File: src/logic/sdpc_defs.vh
// constants of the serial dac and power control block
`ifndef SDPC_DEFS_VH
`define SDPC_DEFS_VH

// ----------------------------------------------------------------
// frame layout
// ----------------------------------------------------------------
`define SDPC_CNT_W 4
`define SDPC_CNT_START 4'h1
`define SDPC_CNT_CMD_LAST 4'h7
`define SDPC_CNT_FRAME_LAST 4'hf

// ----------------------------------------------------------------
// command byte fields, seven bits after the start bit
// ----------------------------------------------------------------
`define SDPC_CMD_W 7
`define SDPC_CMD_ADDR_HI 6
`define SDPC_CMD_ADDR_LO 4
`define SDPC_CMD_RX_EN 3
`define SDPC_CMD_TX_EN 2
`define SDPC_CMD_SD 1
`define SDPC_CMD_LD 0

// ----------------------------------------------------------------
// address codes
// ----------------------------------------------------------------
`define SDPC_ADDR_VARACTOR 3'h0
`define SDPC_ADDR_CONV_GAIN 3'h1
`define SDPC_ADDR_MOD_GAIN 3'h2
`define SDPC_ADDR_BIAS 3'h3
`define SDPC_ADDR_ADC_READ 3'h7

// ----------------------------------------------------------------
// data byte fields
// ----------------------------------------------------------------
`define SDPC_DATA_FLAG 7
`define SDPC_CLASS_HI 7
`define SDPC_CLASS_LO 6
`define SDPC_CODE6_HI 5
`define SDPC_CODE7_HI 6

// ----------------------------------------------------------------
// power modes {receive_enable_bit, transmit_enable_bit}
// ----------------------------------------------------------------
`define SDPC_MODE_SHUTDOWN 2'h0
`define SDPC_MODE_TRANSMIT 2'h1
`define SDPC_MODE_RECEIVE 2'h2
`define SDPC_MODE_STANDBY 2'h3
`define SDPC_CLASS_1 2'h0

// ----------------------------------------------------------------
// reset values
// ----------------------------------------------------------------
`define SDPC_RST_CODE6 6'h00
`define SDPC_RST_CODE7 7'h00
`define SDPC_RST_BYTE 8'h00
`define SDPC_RST_CLASS 2'h0

`endif

File: src/logic/sdpc_core.v
// serial command interface, double-buffered dac codes and power control
`timescale 1ns/1ps
`default_nettype none
`include "sdpc_defs.vh"

// Behaviour
// - frame is command byte then data byte
// - sample din on fall, drive dout on rise
// - first one after select low starts frame
// - start bit clears command and data shifters, starts counter
// - seven command bits, then eight data bits
// - command holds address, enables, shutdown, load
// - address selects one of four dacs or adc read
// - converter gain: direction bit, 7-bit code
// - modulator gain: adc channel bit, 7-bit code
// - bias: power class bits, 6-bit code
// - write fills input buffer only
// - load clear keeps active outputs
// - load set copies all buffers at frame end
// - read with load also copies buffers
// - read shifts adc result msb first, last eight
// - shutdown bit zero drives output low, bias off
// - serial interface works in every mode
// - rx/tx pair selects power mode
// - reset enters total shutdown
// - reset clears all dac codes
// - 6-bit and 7-bit codes, double-buffered
// - disabled varactor dac pulled to ground
// - sense inputs pulled down unless selected active
// - sense bias on only during transmit measurement

module sdpc_core (
    input wire clk,
    input wire resetn,
    input wire cs_n,
    input wire sclk,
    input wire din,
    input wire measure_window,
    input wire [7:0] adc_result,
    output reg dout,
    output reg dout_oe,
    output reg [5:0] varactor_dac,
    output reg [6:0] converter_gain_dac,
    output reg [6:0] modulator_gain_dac,
    output reg [5:0] bias_dac,
    output reg [1:0] power_class,
    output reg sense_forward,
    output reg direct_adc_channel,
    output reg bias_shutdown_out_n,
    output reg [1:0] power_mode,
    output reg varactor_dac_en,
    output reg converter_gain_dac_en,
    output reg modulator_gain_dac_en,
    output reg bias_dac_en,
    output reg varactor_pulldown,
    output reg [2:0] sense_pulldown,
    output reg sense_current_en,
    output reg sense_bias_out
);

    // ----------------------------------------------------------------
    // frame states, one-hot
    // ----------------------------------------------------------------
    localparam ST_IDLE = 5'h01;
    localparam ST_HUNT = 5'h02;
    localparam ST_CMD = 5'h04;
    localparam ST_DATA = 5'h08;
    localparam ST_DONE = 5'h10;

    // dac enables {varactor, converter, modulator, bias} per mode
    function [3:0] mode_enables;
        input [1:0] mode;
        input sd;
        begin
            case (mode)
                `SDPC_MODE_TRANSMIT: mode_enables = {3'h7, sd};
                `SDPC_MODE_RECEIVE: mode_enables = 4'ha;
                `SDPC_MODE_STANDBY: mode_enables = {3'h4, sd};
                default: mode_enables = 4'h0;
            endcase
        end
    endfunction

    // ----------------------------------------------------------------
    // pin synchronisation
    // ----------------------------------------------------------------
    wire [3:0] pins_sync;
    wire cs_n_s = pins_sync[3];
    wire sclk_s = pins_sync[2];
    wire din_s = pins_sync[1];
    wire window_s = pins_sync[0];

    sdpc_sync #(
        .WIDTH(4)
    ) u_sync (
        .clk(clk),
        .resetn(resetn),
        .async_in({cs_n, sclk, din, measure_window}),
        .sync_out(pins_sync)
    );

    reg sclk_prev;
    wire sclk_fall = sclk_prev & ~sclk_s;
    wire sclk_rise = ~sclk_prev & sclk_s;

    // ----------------------------------------------------------------
    // frame state and shifters
    // ----------------------------------------------------------------
    reg [4:0] state;
    reg [`SDPC_CNT_W-1:0] bit_cnt;
    reg [`SDPC_CMD_W-1:0] cmd_sr;
    reg [7:0] data_sr;
    reg [7:0] out_sr;
    reg out_armed;
    reg frame_end;

    // input buffers, first half of the double buffer
    reg [5:0] buf_varactor;
    reg [6:0] buf_converter;
    reg [6:0] buf_modulator;
    reg [5:0] buf_bias;
    reg [1:0] buf_class;
    reg buf_forward;
    reg buf_direct;

    wire [2:0] cmd_addr = cmd_sr[`SDPC_CMD_ADDR_HI:`SDPC_CMD_ADDR_LO];
    wire cmd_load = cmd_sr[`SDPC_CMD_LD];
    wire [1:0] cmd_mode = {cmd_sr[`SDPC_CMD_RX_EN], cmd_sr[`SDPC_CMD_TX_EN]};
    wire cmd_sd = cmd_sr[`SDPC_CMD_SD];
    wire [6:0] next_cmd = {cmd_sr[`SDPC_CMD_W-2:0], din_s};
    wire [7:0] next_data = {data_sr[6:0], din_s};
    wire [2:0] next_addr = next_cmd[`SDPC_CMD_ADDR_HI:`SDPC_CMD_ADDR_LO];
    // result taken at the first data clock, so a read may precede conversion
    wire out_first = (bit_cnt == `SDPC_CNT_CMD_LAST + `SDPC_CNT_START);
    wire [7:0] out_word = out_first ? adc_result : out_sr;

    // sclk edges count only inside a selected frame; the interface never
    // looks at the power mode, so it runs in total shutdown as well
    always @(posedge clk) begin
        if (!resetn) begin
            sclk_prev <= 1'b0;
            state <= ST_IDLE;
            bit_cnt <= {`SDPC_CNT_W{1'b0}};
            cmd_sr <= {`SDPC_CMD_W{1'b0}};
            data_sr <= `SDPC_RST_BYTE;
            out_sr <= `SDPC_RST_BYTE;
            out_armed <= 1'b0;
            frame_end <= 1'b0;
            dout <= 1'b0;
            dout_oe <= 1'b0;
        end else begin
            sclk_prev <= sclk_s;
            frame_end <= 1'b0;
            dout_oe <= ~cs_n_s;
            if (cs_n_s) begin
                // early rise drops the frame, nothing is committed
                state <= ST_IDLE;
                out_armed <= 1'b0;
                dout <= 1'b0;
            end else begin
                case (state)
                    ST_IDLE: begin
                        state <= ST_HUNT;
                    end
                    ST_HUNT: begin
                        if (sclk_fall && din_s) begin
                            cmd_sr <= {`SDPC_CMD_W{1'b0}};
                            data_sr <= `SDPC_RST_BYTE;
                            bit_cnt <= `SDPC_CNT_START;
                            state <= ST_CMD;
                        end
                    end
                    ST_CMD: begin
                        if (sclk_fall) begin
                            cmd_sr <= next_cmd;
                            bit_cnt <= bit_cnt + `SDPC_CNT_START;
                            if (bit_cnt == `SDPC_CNT_CMD_LAST) begin
                                state <= ST_DATA;
                                out_armed <= (next_addr == `SDPC_ADDR_ADC_READ);
                            end
                        end
                    end
                    ST_DATA: begin
                        if (sclk_rise && out_armed) begin
                            dout <= out_word[7];
                            out_sr <= {out_word[6:0], 1'b0};
                        end
                        if (sclk_fall) begin
                            data_sr <= next_data;
                            bit_cnt <= bit_cnt + `SDPC_CNT_START;
                            if (bit_cnt == `SDPC_CNT_FRAME_LAST) begin
                                state <= ST_DONE;
                                frame_end <= 1'b1;
                                out_armed <= 1'b0;
                            end
                        end
                    end
                    ST_DONE: begin
                        // wait for select to rise before the next frame
                        if (sclk_rise) begin
                            dout <= 1'b0;
                        end
                    end
                    default: begin
                        state <= ST_IDLE;
                    end
                endcase
            end
        end
    end

    // ----------------------------------------------------------------
    // input buffer writes at frame end
    // ----------------------------------------------------------------
    always @(posedge clk) begin
        if (!resetn) begin
            buf_varactor <= `SDPC_RST_CODE6;
            buf_converter <= `SDPC_RST_CODE7;
            buf_modulator <= `SDPC_RST_CODE7;
            buf_bias <= `SDPC_RST_CODE6;
            buf_class <= `SDPC_RST_CLASS;
            buf_forward <= 1'b0;
            buf_direct <= 1'b0;
        end else if (frame_end) begin
            case (cmd_addr)
                `SDPC_ADDR_VARACTOR: begin
                    buf_varactor <= data_sr[`SDPC_CODE6_HI:0];
                end
                `SDPC_ADDR_CONV_GAIN: begin
                    buf_forward <= data_sr[`SDPC_DATA_FLAG];
                    buf_converter <= data_sr[`SDPC_CODE7_HI:0];
                end
                `SDPC_ADDR_MOD_GAIN: begin
                    buf_direct <= data_sr[`SDPC_DATA_FLAG];
                    buf_modulator <= data_sr[`SDPC_CODE7_HI:0];
                end
                `SDPC_ADDR_BIAS: begin
                    buf_class <= data_sr[`SDPC_CLASS_HI:`SDPC_CLASS_LO];
                    buf_bias <= data_sr[`SDPC_CODE6_HI:0];
                end
                default: begin
                    // reserved codes and adc read leave the buffers alone
                    buf_varactor <= buf_varactor;
                end
            endcase
        end
    end

    // ----------------------------------------------------------------
    // active registers, copied together on load
    // ----------------------------------------------------------------
    // the copy takes the buffer values including this frame's write, so
    // a single write with load set updates that dac in one frame
    always @(posedge clk) begin
        if (!resetn) begin
            varactor_dac <= `SDPC_RST_CODE6;
            converter_gain_dac <= `SDPC_RST_CODE7;
            modulator_gain_dac <= `SDPC_RST_CODE7;
            bias_dac <= `SDPC_RST_CODE6;
            power_class <= `SDPC_RST_CLASS;
            sense_forward <= 1'b0;
            direct_adc_channel <= 1'b0;
            bias_shutdown_out_n <= 1'b0;
            power_mode <= `SDPC_MODE_SHUTDOWN;
        end else if (frame_end && cmd_load) begin
            varactor_dac <= (cmd_addr == `SDPC_ADDR_VARACTOR) ?
                data_sr[`SDPC_CODE6_HI:0] : buf_varactor;
            converter_gain_dac <= (cmd_addr == `SDPC_ADDR_CONV_GAIN) ?
                data_sr[`SDPC_CODE7_HI:0] : buf_converter;
            modulator_gain_dac <= (cmd_addr == `SDPC_ADDR_MOD_GAIN) ?
                data_sr[`SDPC_CODE7_HI:0] : buf_modulator;
            bias_dac <= (cmd_addr == `SDPC_ADDR_BIAS) ?
                data_sr[`SDPC_CODE6_HI:0] : buf_bias;
            power_class <= (cmd_addr == `SDPC_ADDR_BIAS) ?
                data_sr[`SDPC_CLASS_HI:`SDPC_CLASS_LO] : buf_class;
            sense_forward <= (cmd_addr == `SDPC_ADDR_CONV_GAIN) ?
                data_sr[`SDPC_DATA_FLAG] : buf_forward;
            direct_adc_channel <= (cmd_addr == `SDPC_ADDR_MOD_GAIN) ?
                data_sr[`SDPC_DATA_FLAG] : buf_direct;
            bias_shutdown_out_n <= cmd_sd;
            power_mode <= cmd_mode;
        end
    end

    // ----------------------------------------------------------------
    // enables and pull-downs from the active state
    // ----------------------------------------------------------------
    wire [3:0] next_en = mode_enables(power_mode, bias_shutdown_out_n);
    // sense amplifier runs only in transmit with the window open
    wire next_sense_on = (power_mode == `SDPC_MODE_TRANSMIT) & window_s;
    // selected input: reverse, or forward a for class 1, else forward b
    wire [2:0] next_sel = !sense_forward ? 3'h1 :
        ((power_class == `SDPC_CLASS_1) ? 3'h2 : 3'h4);

    always @(posedge clk) begin
        if (!resetn) begin
            varactor_dac_en <= 1'b0;
            converter_gain_dac_en <= 1'b0;
            modulator_gain_dac_en <= 1'b0;
            bias_dac_en <= 1'b0;
            varactor_pulldown <= 1'b1;
            sense_current_en <= 1'b0;
            sense_bias_out <= 1'b0;
        end else begin
            varactor_dac_en <= next_en[3];
            converter_gain_dac_en <= next_en[2];
            modulator_gain_dac_en <= next_en[1];
            bias_dac_en <= next_en[0];
            varactor_pulldown <= ~next_en[3];
            sense_current_en <= next_sense_on;
            sense_bias_out <= next_sense_on;
        end
    end

    // one pull-down flop per sense input: bit 0 reverse, 1 forward a,
    // 2 forward b; unselected inputs stay grounded to limit coupling
    genvar gi;
    generate
        for (gi = 0; gi < 3; gi = gi + 1) begin : g_pull
            always @(posedge clk) begin
                if (!resetn) begin
                    sense_pulldown[gi] <= 1'b1;
                end else begin
                    sense_pulldown[gi] <= ~(next_sense_on & next_sel[gi]);
                end
            end
        end
    endgenerate

endmodule

`default_nettype wire

File: src/logic/sdpc_sync.v
// two flip-flop synchroniser for a group of pin inputs
`timescale 1ns/1ps
`default_nettype none

module sdpc_sync #(
    parameter WIDTH = 4
) (
    input wire clk,
    input wire resetn,
    input wire [WIDTH-1:0] async_in,
    output reg [WIDTH-1:0] sync_out
);

    reg [WIDTH-1:0] stage1;

    // ----------------------------------------------------------------
    // first stage feeds only the second
    // ----------------------------------------------------------------
    always @(posedge clk) begin
        if (!resetn) begin
            stage1 <= {WIDTH{1'b0}};
            sync_out <= {WIDTH{1'b0}};
        end else begin
            stage1 <= async_in;
            sync_out <= stage1;
        end
    end

endmodule

`default_nettype wire

File: config.mk
export PLATFORM = sky130hd
export DESIGN_NAME = sdpc_core
export DESIGN_NICKNAME = d
export VERILOG_FILES = /design/src/logic/sdpc_core.v /design/src/logic/sdpc_sync.v
export VERILOG_INCLUDE_DIRS = /design/src /design/src/logic
export SDC_FILE = /design/constraint.sdc
export NUM_CORES = 1
export LEC_CHECK = 0
export ABC_AREA = 1
export BUFFER_PORTS_ARGS = -buffer_cell sky130_fd_sc_hd__buf_4
export CELL_PAD_IN_SITES_DETAIL_PLACEMENT = 1
export CELL_PAD_IN_SITES_GLOBAL_PLACEMENT = 1
export CORE_AREA = 2 2 103 129
export CTS_CLUSTER_SIZE = 14
export DETAILED_ROUTE_END_ITERATION = 7
export DIE_AREA = 0 0 105 131
export PLACE_DENSITY_LB_ADDON = 0.1
export SYNTH_ARGS = -nofsm -noshare
export SYNTH_HDL_FRONTEND = slang
export SYNTH_SLANG_ARGS = --single-unit
File: constraint.sdc
create_clock -name clk -period 1.4 [get_ports clk]
set_input_delay 0.28 -clock clk [delete_from_list [all_inputs] [get_ports clk]]
set_output_delay 0.28 -clock clk [all_outputs]
set_load 0.01 [all_outputs]
==> impl_metrics.env, run 1 <==
export IMPL_violations="setup timing"
export IMPL_synth_area_leaders="dfxtp_1 46%, nor2_1 14%, inv_1 8.2%"
export IMPL_fin_crit_sh_pct=104
export IMPL_power_density_nw_per_um2=1310
export IMPL_worstSetupStartpointType="flip-flop"
export IMPL_yosysWarnings=0
export IMPL_area_growth_pct=36.1
export IMPL_dpl_cell_count=964
export IMPL_root_buffer="clkbuf_16"
export IMPL_num_vias=4866
export IMPL_syn_area_per_cell_um2=6.89
export IMPL_worstPathRequired_ns=1.69
export IMPL_yosysTopAreaCell="dfxtp_1"
export IMPL_worst_slack_ns=-0.0611
export IMPL_fin_nets=846
export IMPL_cap_viol_max_count=0
export IMPL_max_freq_mhz=684
export IMPL_cts_buffer_depth=2
export IMPL_wirelength_um=14400
export IMPL_die_w_um=105
export IMPL_grt_first_pass_wirelength_um=23100
export IMPL_grt_use_total_pct=21.2
export IMPL_cts_tree="done"
export IMPL_instances_no_fill=1007
export IMPL_die_h_um=131
export IMPL_clk_latency_ns=0.41
export IMPL_worstMarginPinSlew_ns=0.374
export IMPL_peakVddDrop_v=0.000884
export IMPL_pin_count=59
export IMPL_criticalPathCategory="flip-flop to flip-flop"
export IMPL_synth_top_area_share_pct=46.1
export IMPL_cts_buffers=17
export IMPL_n_antenna_cell=0
export IMPL_hold_viol=0
export IMPL_fin_skew_ns=0.0115
export IMPL_rows=46
export IMPL_postCtsHoldBufs=0
export IMPL_cts_clk_slew_worst_paths_ns=0.06
export IMPL_synth_area_um2=5040
export IMPL_holdCritPathClass="primary input to flip-flop"
export IMPL_critPathCaptureType="flip-flop"
export IMPL_grt_max_degree=60
export IMPL_grt_pass1_vias=4882
export IMPL_status="finished, violations left"
export IMPL_htreeDepth=4
export IMPL_synthCells=732
export IMPL_synth_cell_types=31
export IMPL_viasPerCell=4.83
export IMPL_antenna_found_initial=0
export IMPL_drc_errors=0
export IMPL_initialDrtViolationCount=206
export IMPL_drive_gt1_share_pct=26.7
export IMPL_gp_congestion=0.821
export IMPL_path_max_fanout=7
export IMPL_p_leak_uw=0.00331
export IMPL_overflow=0
export IMPL_rsz0062_at_grt="yes"
export IMPL_ys_seq_elements=116
export IMPL_min_period_ns=1.46
export IMPL_syn_num_nets=752
export IMPL_critPathArrivalTime_ns=1.75
export IMPL_io_buffers=58
export IMPL_layout_common_cells="163 x nor2_1, 109 x inv_1, 104 x dfxtp_1"
export IMPL_detail_route_antenna_nets=0
export IMPL_setup_violations=11
export IMPL_dp_slack_ns=-0.125
export IMPL_initial_utilization_pct=40.2
export IMPL_hpwlAfterDp_um=9880
export IMPL_max_slew_margin_rel_pct=75.0
export IMPL_finalMaxSlewViolations=0
export IMPL_clock_sinks=116
export IMPL_dr_pass1_iters=4
export IMPL_routedWlPerCell_um=14.3
export IMPL_seq_area_frac_synth_pct=46.1
export IMPL_die_area_um2=13800
export IMPL_core_region_area_um2=12500
export IMPL_final_common_cell="nor2_1"
-- critical path: stages, from the launching register on --
cell and delay (ns):
dfxtp_2 0.34, inv_1 0.05, nand2_1 0.07, nor2_2 0.13, nand4_1 0.18, nand2_1 0.15
nand2_4 0.11, o21ai_1 0.22, nor2_1 0.09
-- per-stage QoR --
stage               util, %  cell area (um2)  TNS (ns)  hold slack, ns  total power (uW)
finish                 54.7             6860    -0.275          0.0499              8990
global route           54.7             6860     -1.86          0.0427              9360
CTS                    52.6             6600   -0.0750          0.0390              8920
detailed placement     46.9             5880     -1.92           0.400              4460
global placement       46.9             5880    -0.162           0.397              4410
floorplan                 -             5040         0           0.378              4080
-- flip-flops by register name, summed over array words and instances (netlist names), 5 cells and up --
signal              cells
buf_varactor            6
buf_modulator           7
converter_gain_dac      7
out_sr                  7
cmd_sr                  7
varactor_dac            6
buf_bias                6
buf_converter           7
state                   5
modulator_gain_dac      7
bias_dac                6
data_sr                 8
-- per-layer routing --
| layer | wire length [um] | vias up | GRT usage, % |
|---|---|---|---|
| met5 | 0 | - | 0 |
| met4 | 265 | 0 | 8.31 |
| met3 | 369 | 24 | 4.37 |
| met2 | 8040 | 71 | 41.7 |
| met1 | 5700 | 2320 | 22.0 |
| li1 | - | 2451 | - |
-- cell families after synthesis --
kind of cell    after synthesis  synth area share [%]
xor+xnor                      1                 0.174
compound gates              148                  14.8
simple gates                306                  25.1
flops                       116                  46.1
fa+ha+maj                     6                  1.49
buf+inv                     155                  12.4
-- worst paths after layout --
| check | startpoint | cells after the start | slack [ns] | to |
|---|---|---|---|---|
| worst min-delay path | measure_window | 3 | 0.05 | u_sync.stage1[0] |
| worst min register to register | u_sync.stage1[2] | 2 | 0.41 | u_sync.sync_out[2] |
| worst max-delay path | state[0] | 8 | -0.06 | cmd_sr[0] |
| worst max register to register | state[0] | 8 | -0.06 | cmd_sr[0] |
-- cells in the mapped netlist (all sizes together) --
cell / count
clkbuf: 17
nor2: 190
ha: 6
inv: 119
buf: 17
nand4: 5
dfxtp: 116
a21oi: 22
a31oi: 1
o21ai: 124
a21boi: 1
xnor2: 1
clkinv: 2
nand3: 19
nor3: 2
nand3b: 1
nor4: 2
nand2: 87
-- area by class of cell --
| type | instances | area, um2 |
|---|---|---|
| Tap cell | 168 | 210 |
| Clock inverter | 13 | 148 |
| Timing Repair inverter | 1 | 6.26 |
| Fill cell | 1616 | 5690 |
| Multi-Input combinational cell | 461 | 2320 |
| Timing Repair Buffer | 108 | 903 |
| Sequential cell | 116 | 2340 |
| Inverter | 121 | 477 |
| Clock buffer | 19 | 453 |
-- power breakdown --
part           total (uW)  leakage (uW)  internal [uW]  switching [uW]
Combinational        1100       0.00208            447             656
Clock                4360      0.000283           2730            1630
Sequential           3530      0.000943           3410             111
Total                8990       0.00331           6590            2400
-- what timing repair did --
item / 4_1_cts / 5_1_grt
pin swaps: 8 / 28
endpoints found under the setup margin: 32 / 50
cloned: 0 / 1
buffers inserted: 6 / 7
resized for setup: 30 / 75
(Power assumes the default switching activity.)
==> run 2, diff against run 1 <==
ABC_AREA = default   (was 1)
CORE_AREA = 2 2 97 122   (was 2 2 103 129)
DIE_AREA = 0 0 99 124   (was 0 0 105 131)
REMOVE_ABC_BUFFERS = 1   (was default)
==> run 2 against run 1 <==
  * Design area rose by 1.1%
  * Critical path type unchanged
  * Hold slack gained 0.025 ns
  * The flow still finishes with violations (setup timing)
  * Sequential power is 5% lower
  * Cell count is 26% lower
  * Largest cell class is now multi-input gates
  * Area after synthesis decreased by 5.0%
  * Clock skew grew 0.00054 ns
  * Sequential share of layout area down 0.24 points
  * Core utilization grew 8.2 points
  * Clock-buffer cell count rose by 3
  * Clock power rose by 17%
==> impl_metrics.env, run 2 <==
export IMPL_synthCells=495
export IMPL_fin_skew_ns=0.0120
export IMPL_pin_count=59
export IMPL_cts_clk_slew_worst_paths_ns=0.05
export IMPL_area_growth_pct=44.9
export IMPL_die_area_um2=12300
export IMPL_overflow=0
export IMPL_startpoint="bit_cnt[1]"
export IMPL_max_slew_margin_rel_pct=67.6
export IMPL_instances_no_fill=747
export IMPL_num_vias=4081
export IMPL_worstSetupStartpointType="flip-flop"
export IMPL_viasPerCell=5.46
export IMPL_die_h_um=124
export IMPL_power_density_nw_per_um2=1260
export IMPL_synthArstFlopShare_pct=0
export IMPL_cap_viol_max_count=0
export IMPL_rsz0062_at_grt="yes"
export IMPL_grt_max_degree=64
export IMPL_critPathArrivalTime_ns=1.83
export IMPL_drive_gt1_share_pct=39.2
export IMPL_rows=43
export IMPL_cts_buffers=17
export IMPL_postCtsHoldBufs=0
export IMPL_worst_slack_ns=-0.149
export IMPL_largest_register_ffs=8
export IMPL_clk_latency_ns=0.42
export IMPL_core_region_area_um2=11000
export IMPL_timing_rr_end="out_sr[3]"
export IMPL_synth_most_common_cell="dfxtp_1"
export IMPL_criticalPathCategory="flip-flop to flip-flop"
export IMPL_routedWlPerCell_um=19.1
export IMPL_reg2reg_depth=6
export IMPL_holdCritPathClass="primary input to flip-flop"
export IMPL_initial_utilization_pct=43.4
export IMPL_final_common_cell="dfxtp_1"
export IMPL_cts_buffer_depth=2
export IMPL_wirelength_um=14300
export IMPL_synth_area_um2=4790
export IMPL_max_freq_mhz=646
export IMPL_path_max_fanout=7
export IMPL_synth_area_leaders="dfxtp_1 48%, mux2i_1 12%, nor2_1 5.3%"
export IMPL_cts_tree="done"
export IMPL_synth_cell_types=52
export IMPL_fin_crit_sh_pct=111
export IMPL_detail_route_antenna_nets=0
export IMPL_dp_slack_ns=-0.105
export IMPL_synth_ff_type="dfxtp_1"
export IMPL_grt_first_pass_wirelength_um=21600
export IMPL_status="finished, violations left"
export IMPL_peakVddDrop_v=0.000739
export IMPL_crit_end="out_sr[3]"
export IMPL_synth_edf_count=0
export IMPL_io_buffers=58
export IMPL_synth_top_area_share_pct=48.5
export IMPL_synthTopCellsByCount="116 x dfxtp_1, 67 x nor2_1, 59 x mux2i_1"
export IMPL_antenna_found_initial=0
export IMPL_worstMarginPinSlew_ns=0.485
export IMPL_hpwlAfterDp_um=8000
export IMPL_initialDrtViolationCount=115
export IMPL_die_w_um=99
export IMPL_finalMaxSlewViolations=0
export IMPL_layout_common_cells="105 x dfxtp_1, 103 x buf_4, 64 x nor2_1"
export IMPL_dr_pass1_iters=4
export IMPL_reg2reg_slack_ns=-0.15
export IMPL_critPathCaptureType="flip-flop"
export IMPL_grt_pass1_vias=4340
export IMPL_dpl_cell_count=698
export IMPL_whs_ns=0.0749
export IMPL_reg2reg_from="bit_cnt[1]"
export IMPL_setup_violations=19
export IMPL_clock_sinks=116
export IMPL_hold_viol=0
export IMPL_top_register="data_sr"
export IMPL_htreeDepth=4
export IMPL_grt_use_total_pct=22.6
export IMPL_seq_area_frac_synth_pct=48.5
export IMPL_syn_area_per_cell_um2=9.67
export IMPL_min_period_ns=1.55
export IMPL_ys_seq_elements=116
export IMPL_violations="setup timing"
export IMPL_n_antenna_cell=0
export IMPL_fin_nets=619
export IMPL_yosysTopAreaCell="dfxtp_1"
export IMPL_p_leak_uw=0.00270
export IMPL_worstPathRequired_ns=1.69
export IMPL_drc_errors=0
export IMPL_yosysWarnings=0
export IMPL_gp_congestion=0.816
export IMPL_root_buffer="clkbuf_16"
run 2: area by class of cell:
type                            instances  area (um2)
Clock inverter                         10         225
Clock buffer                           22         464
Fill cell                            1176        4090
Sequential cell                       116        2350
Multi-Input combinational cell        331        2560
Tap cell                              135         169
Inverter                               10        42.5
Timing Repair Buffer                  123        1120
run 2: worst min-delay path by stage:
stage,start,endpoint,cells after the start
CTS,cs_n,u_sync.stage1[3],2
finish,din,u_sync.stage1[1],2
global route,cs_n,u_sync.stage1[3],2
floorplan,resetn,varactor_pulldown,1
global placement,u_sync.stage1[3],u_sync.sync_out[3],1
detailed placement,u_sync.stage1[0],u_sync.sync_out[0],1
run 2: worst max-delay path: stages, from the launching register on:
cell and delay (ns):
dfxtp_4 0.37, inv_4 0.05, ha_4 0.15, nand3b_1 0.21
buf_6 0.20, mux2i_1 0.32, a211oi_2 0.13
run 2: logic make-up (layout without fill, tap and decap cells):
| kind of cell | count (synthesis) | in the layout | synth area share, % |
|---|---|---|---|
| simple gates | 175 | 175 | 18.4 |
| flops | 116 | 116 | 48.5 |
| compound gates | 87 | 87 | 13.7 |
| mux | 61 | 61 | 12.8 |
| buf+inv | 48 | 165 | 4.60 |
| fa+ha+maj | 6 | 6 | 1.57 |
| xor+xnor | 2 | 2 | 0.366 |
run 2: layer usage:
| layer | vias to the layer above | track usage [%] | routed length, um |
|---|---|---|---|
| li1 | 1931 | - | - |
| met1 | 2029 | 23.3 | 5580 |
| met2 | 87 | 43.2 | 7950 |
| met3 | 34 | 5.22 | 412 |
| met4 | 0 | 10.4 | 330 |
| met5 | - | 0 | 0 |
run 2: repair_timing:
action                                  in CTS  in global routing
cloned                                       1                  1
pin swaps                                   18                 16
buffers inserted                            10                  5
endpoints found under the setup margin      39                 48
resized for setup                           51                 42
run 2: through the flow:
step	util, %	TNS, ns	cell area, um2	total power [uW]
final	62.9	-1.05	6940	8740
after global routing	62.9	-2.65	6940	8950
after CTS	60.7	-0.451	6690	8760
after detailed placement	51.4	-1.54	5670	3630
after global placement	51.4	-0.891	5670	3630
after floorplan	-	-15.86	4610	3500
run 2: where the power goes:
group	internal (uW)	total [uW]	switching, uW
Clock	3600	5110	1510
Combinational	136	283	147
Sequential	3320	3340	23.1
Total	7060	8740	1680
==> run 3, diff against run 2 <==
ABC_AREA = 1   (was default)
CORE_AREA = 2 2 103 129   (was 2 2 97 122)
DIE_AREA = 0 0 105 131   (was 0 0 99 124)
==> run 3 against run 2 <==
  * The flow now finishes without violations
  * Hold slack got worse by 0.024 ns
  * Total power rose by 1.1%
  * Clock power fell by 15%
  * Maximum frequency up 11%
  * Sequential share of layout area grew 1.2 points
  * Global-route usage is 1.6 points lower
  * Cell count increased by 33%
  * Clock skew down 0.0029 ns
  * Design area shrank 3.8%
  * Non-clock buffer count decreased by 26
==> impl_metrics.env, run 3 (synthesis results as in run 1) <==
export IMPL_startpoint="state[3]"
export IMPL_clock_sinks=116
export IMPL_root_buffer="clkbuf_16"
export IMPL_tns_ns=0
export IMPL_top_register="data_sr"
export IMPL_die_w_um=105
export IMPL_cts_buffer_depth=2
export IMPL_pwr_share_clk_pct=49.1
export IMPL_criticalPathCategory="flip-flop to flip-flop"
export IMPL_max_freq_mhz=719
export IMPL_overflow=0
export IMPL_power_density_nw_per_um2=1320
export IMPL_nFillCells=1638
export IMPL_timing_rr_end="bit_cnt[3]"
export IMPL_clk_latency_ns=0.41
export IMPL_drive_gt1_share_pct=22.6
export IMPL_core_region_area_um2=12500
export IMPL_rsz0062_at_grt="yes"
export IMPL_seqPwrFrac_pct=39.9
export IMPL_grt_max_degree=45
export IMPL_initialDrtViolationCount=153
export IMPL_path_max_fanout=11
export IMPL_layout_common_cells="179 x nor2_1, 109 x inv_1, 106 x dfxtp_1"
export IMPL_area_growth_pct=32.4
export IMPL_whs_ns=0.0509
export IMPL_worstMarginPinSlew_ns=0.444
export IMPL_antenna_found_initial=0
export IMPL_cts_clk_slew_worst_paths_ns=0.05
export IMPL_pin_count=59
export IMPL_holdCritPathClass="primary input to flip-flop"
export IMPL_die_area_um2=13800
export IMPL_power_frac_comb_pct=11.0
export IMPL_grt_pass1_vias=4980
export IMPL_min_period_ns=1.39
export IMPL_postCtsHoldBufs=0
export IMPL_initial_utilization_pct=40.2
export IMPL_worstSetupStartpointType="flip-flop"
export IMPL_routedWlPerCell_um=14.0
export IMPL_num_vias=4836
export IMPL_grt_first_pass_wirelength_um=23000
export IMPL_hpwlAfterDp_um=9450
export IMPL_reg2reg_depth=10
export IMPL_instances_no_fill=997
export IMPL_reg2reg_slack_ns=0.01
export IMPL_p_leak_uw=0.00320
export IMPL_reg2reg_from="state[3]"
export IMPL_hold_path_depth=3
export IMPL_cap_viol_max_count=0
export IMPL_io_buffers=58
export IMPL_regArea_um2=2340
export IMPL_n_antenna_cell=0
export IMPL_drc_errors=0
export IMPL_wirelength_um=14000
export IMPL_htreeDepth=4
export IMPL_hold_viol=0
export IMPL_rows=46
export IMPL_critPathArrivalTime_ns=1.68
export IMPL_fin_nets=836
export IMPL_status="completed"
export IMPL_grt_use_total_pct=21.0
export IMPL_fin_crit_sh_pct=99.3
export IMPL_p_int_uw=6640
export IMPL_multi_input_area_um2=2240
export IMPL_worstPathRequired_ns=1.69
export IMPL_setup_violations=0
export IMPL_gp_congestion=0.811
export IMPL_holdCritStartpoint="measure_window"
export IMPL_critPathCaptureType="flip-flop"
export IMPL_switching_share_pct=24.8
export IMPL_dpl_cell_count=959
export IMPL_peakVddDrop_v=0.000761
export IMPL_finalMaxSlewViolations=0
export IMPL_dr_pass1_iters=4
export IMPL_cts_tree="done"
export IMPL_detail_route_antenna_nets=0
export IMPL_viasPerCell=4.85
export IMPL_power_switching_uw=2190
export IMPL_cts_buffers=17
export IMPL_final_common_cell="nor2_1"
export IMPL_fin_skew_ns=0.00910
export IMPL_hold_path_endpoint="u_sync.stage1[0]"
export IMPL_max_slew_margin_rel_pct=70.3
export IMPL_die_h_um=131
export IMPL_largest_register_ffs=8
-- run 3: stage by stage --
step                utilization (%)  area, um2  setup WS [ns]  power (uW)
floorplan                         -       4870         -0.877        4040
global placement               46.7       5860        -0.0752        4390
detailed placement             46.7       5860         -0.135        4440
CTS                            52.1       6540       0.000579        8850
global route                   53.2       6680         -0.112        9190
finish                         53.2       6680        0.00972        8830
-- run 3: routing by layer --
layer  GRT usage, %  vias to the layer above  part of all wire, %
li1               -                     2436                    -
met1           21.5                     2327                   40
met2           41.4                       56                   56
met3           5.85                       17                  2.4
met4           6.51                        0                  1.6
met5              0                        -                    0
-- run 3: cell type report --
type / count / share of cell area [%]
clock buffers: 24 / 7.51
clock inverters: 8 / 1.46
inverters: 121 / 6.95
multi-input cells: 463 / 33.5
flip-flops and latches: 116 / 35.1
well taps: 168 / 3.15
repair buffers: 97 / 12.3
-- run 3: repair_timing --
item,4_1_cts,5_1_grt
setup endpoints to repair,32,55
pin swaps,3,8
setup buffers,2,2
resized for setup,21,37
gates cloned,0,2
-- run 3: power groups by stage --
stage                     Combinational [uW]  Clock [uW]  Sequential [uW]
final                                    967        4340             3530
after global routing                    1080        4570             3540
after CTS                                917        4430             3510
after detailed placement                 875           0             3560
after global placement                   839           0             3560
after floorplan                          501           0             3540
-- run 3: how the worst max path moves through the flow --
stage,to,slack [ns],cells after the start
final,bit_cnt[3],0.01,10
after detailed placement,state[2],-0.13,9
after global placement,state[3],-0.08,8
after global routing,bit_cnt[3],-0.11,9
after floorplan,bias_dac[0],-0.88,6
after CTS,bit_cnt[3],0.0006,9
-- run 3: worst max-delay path: stages (launching register included) --
cell	delay, ns
dfxtp_4	0.39
inv_4	0.05
nor2_4	0.10
nand3_4	0.12
buf_6	0.18
nand2_4	0.07
nand2_2	0.06
nand2_4	0.08
nand2_1	0.10
nand2_1	0.07
a21oi_1	0.06
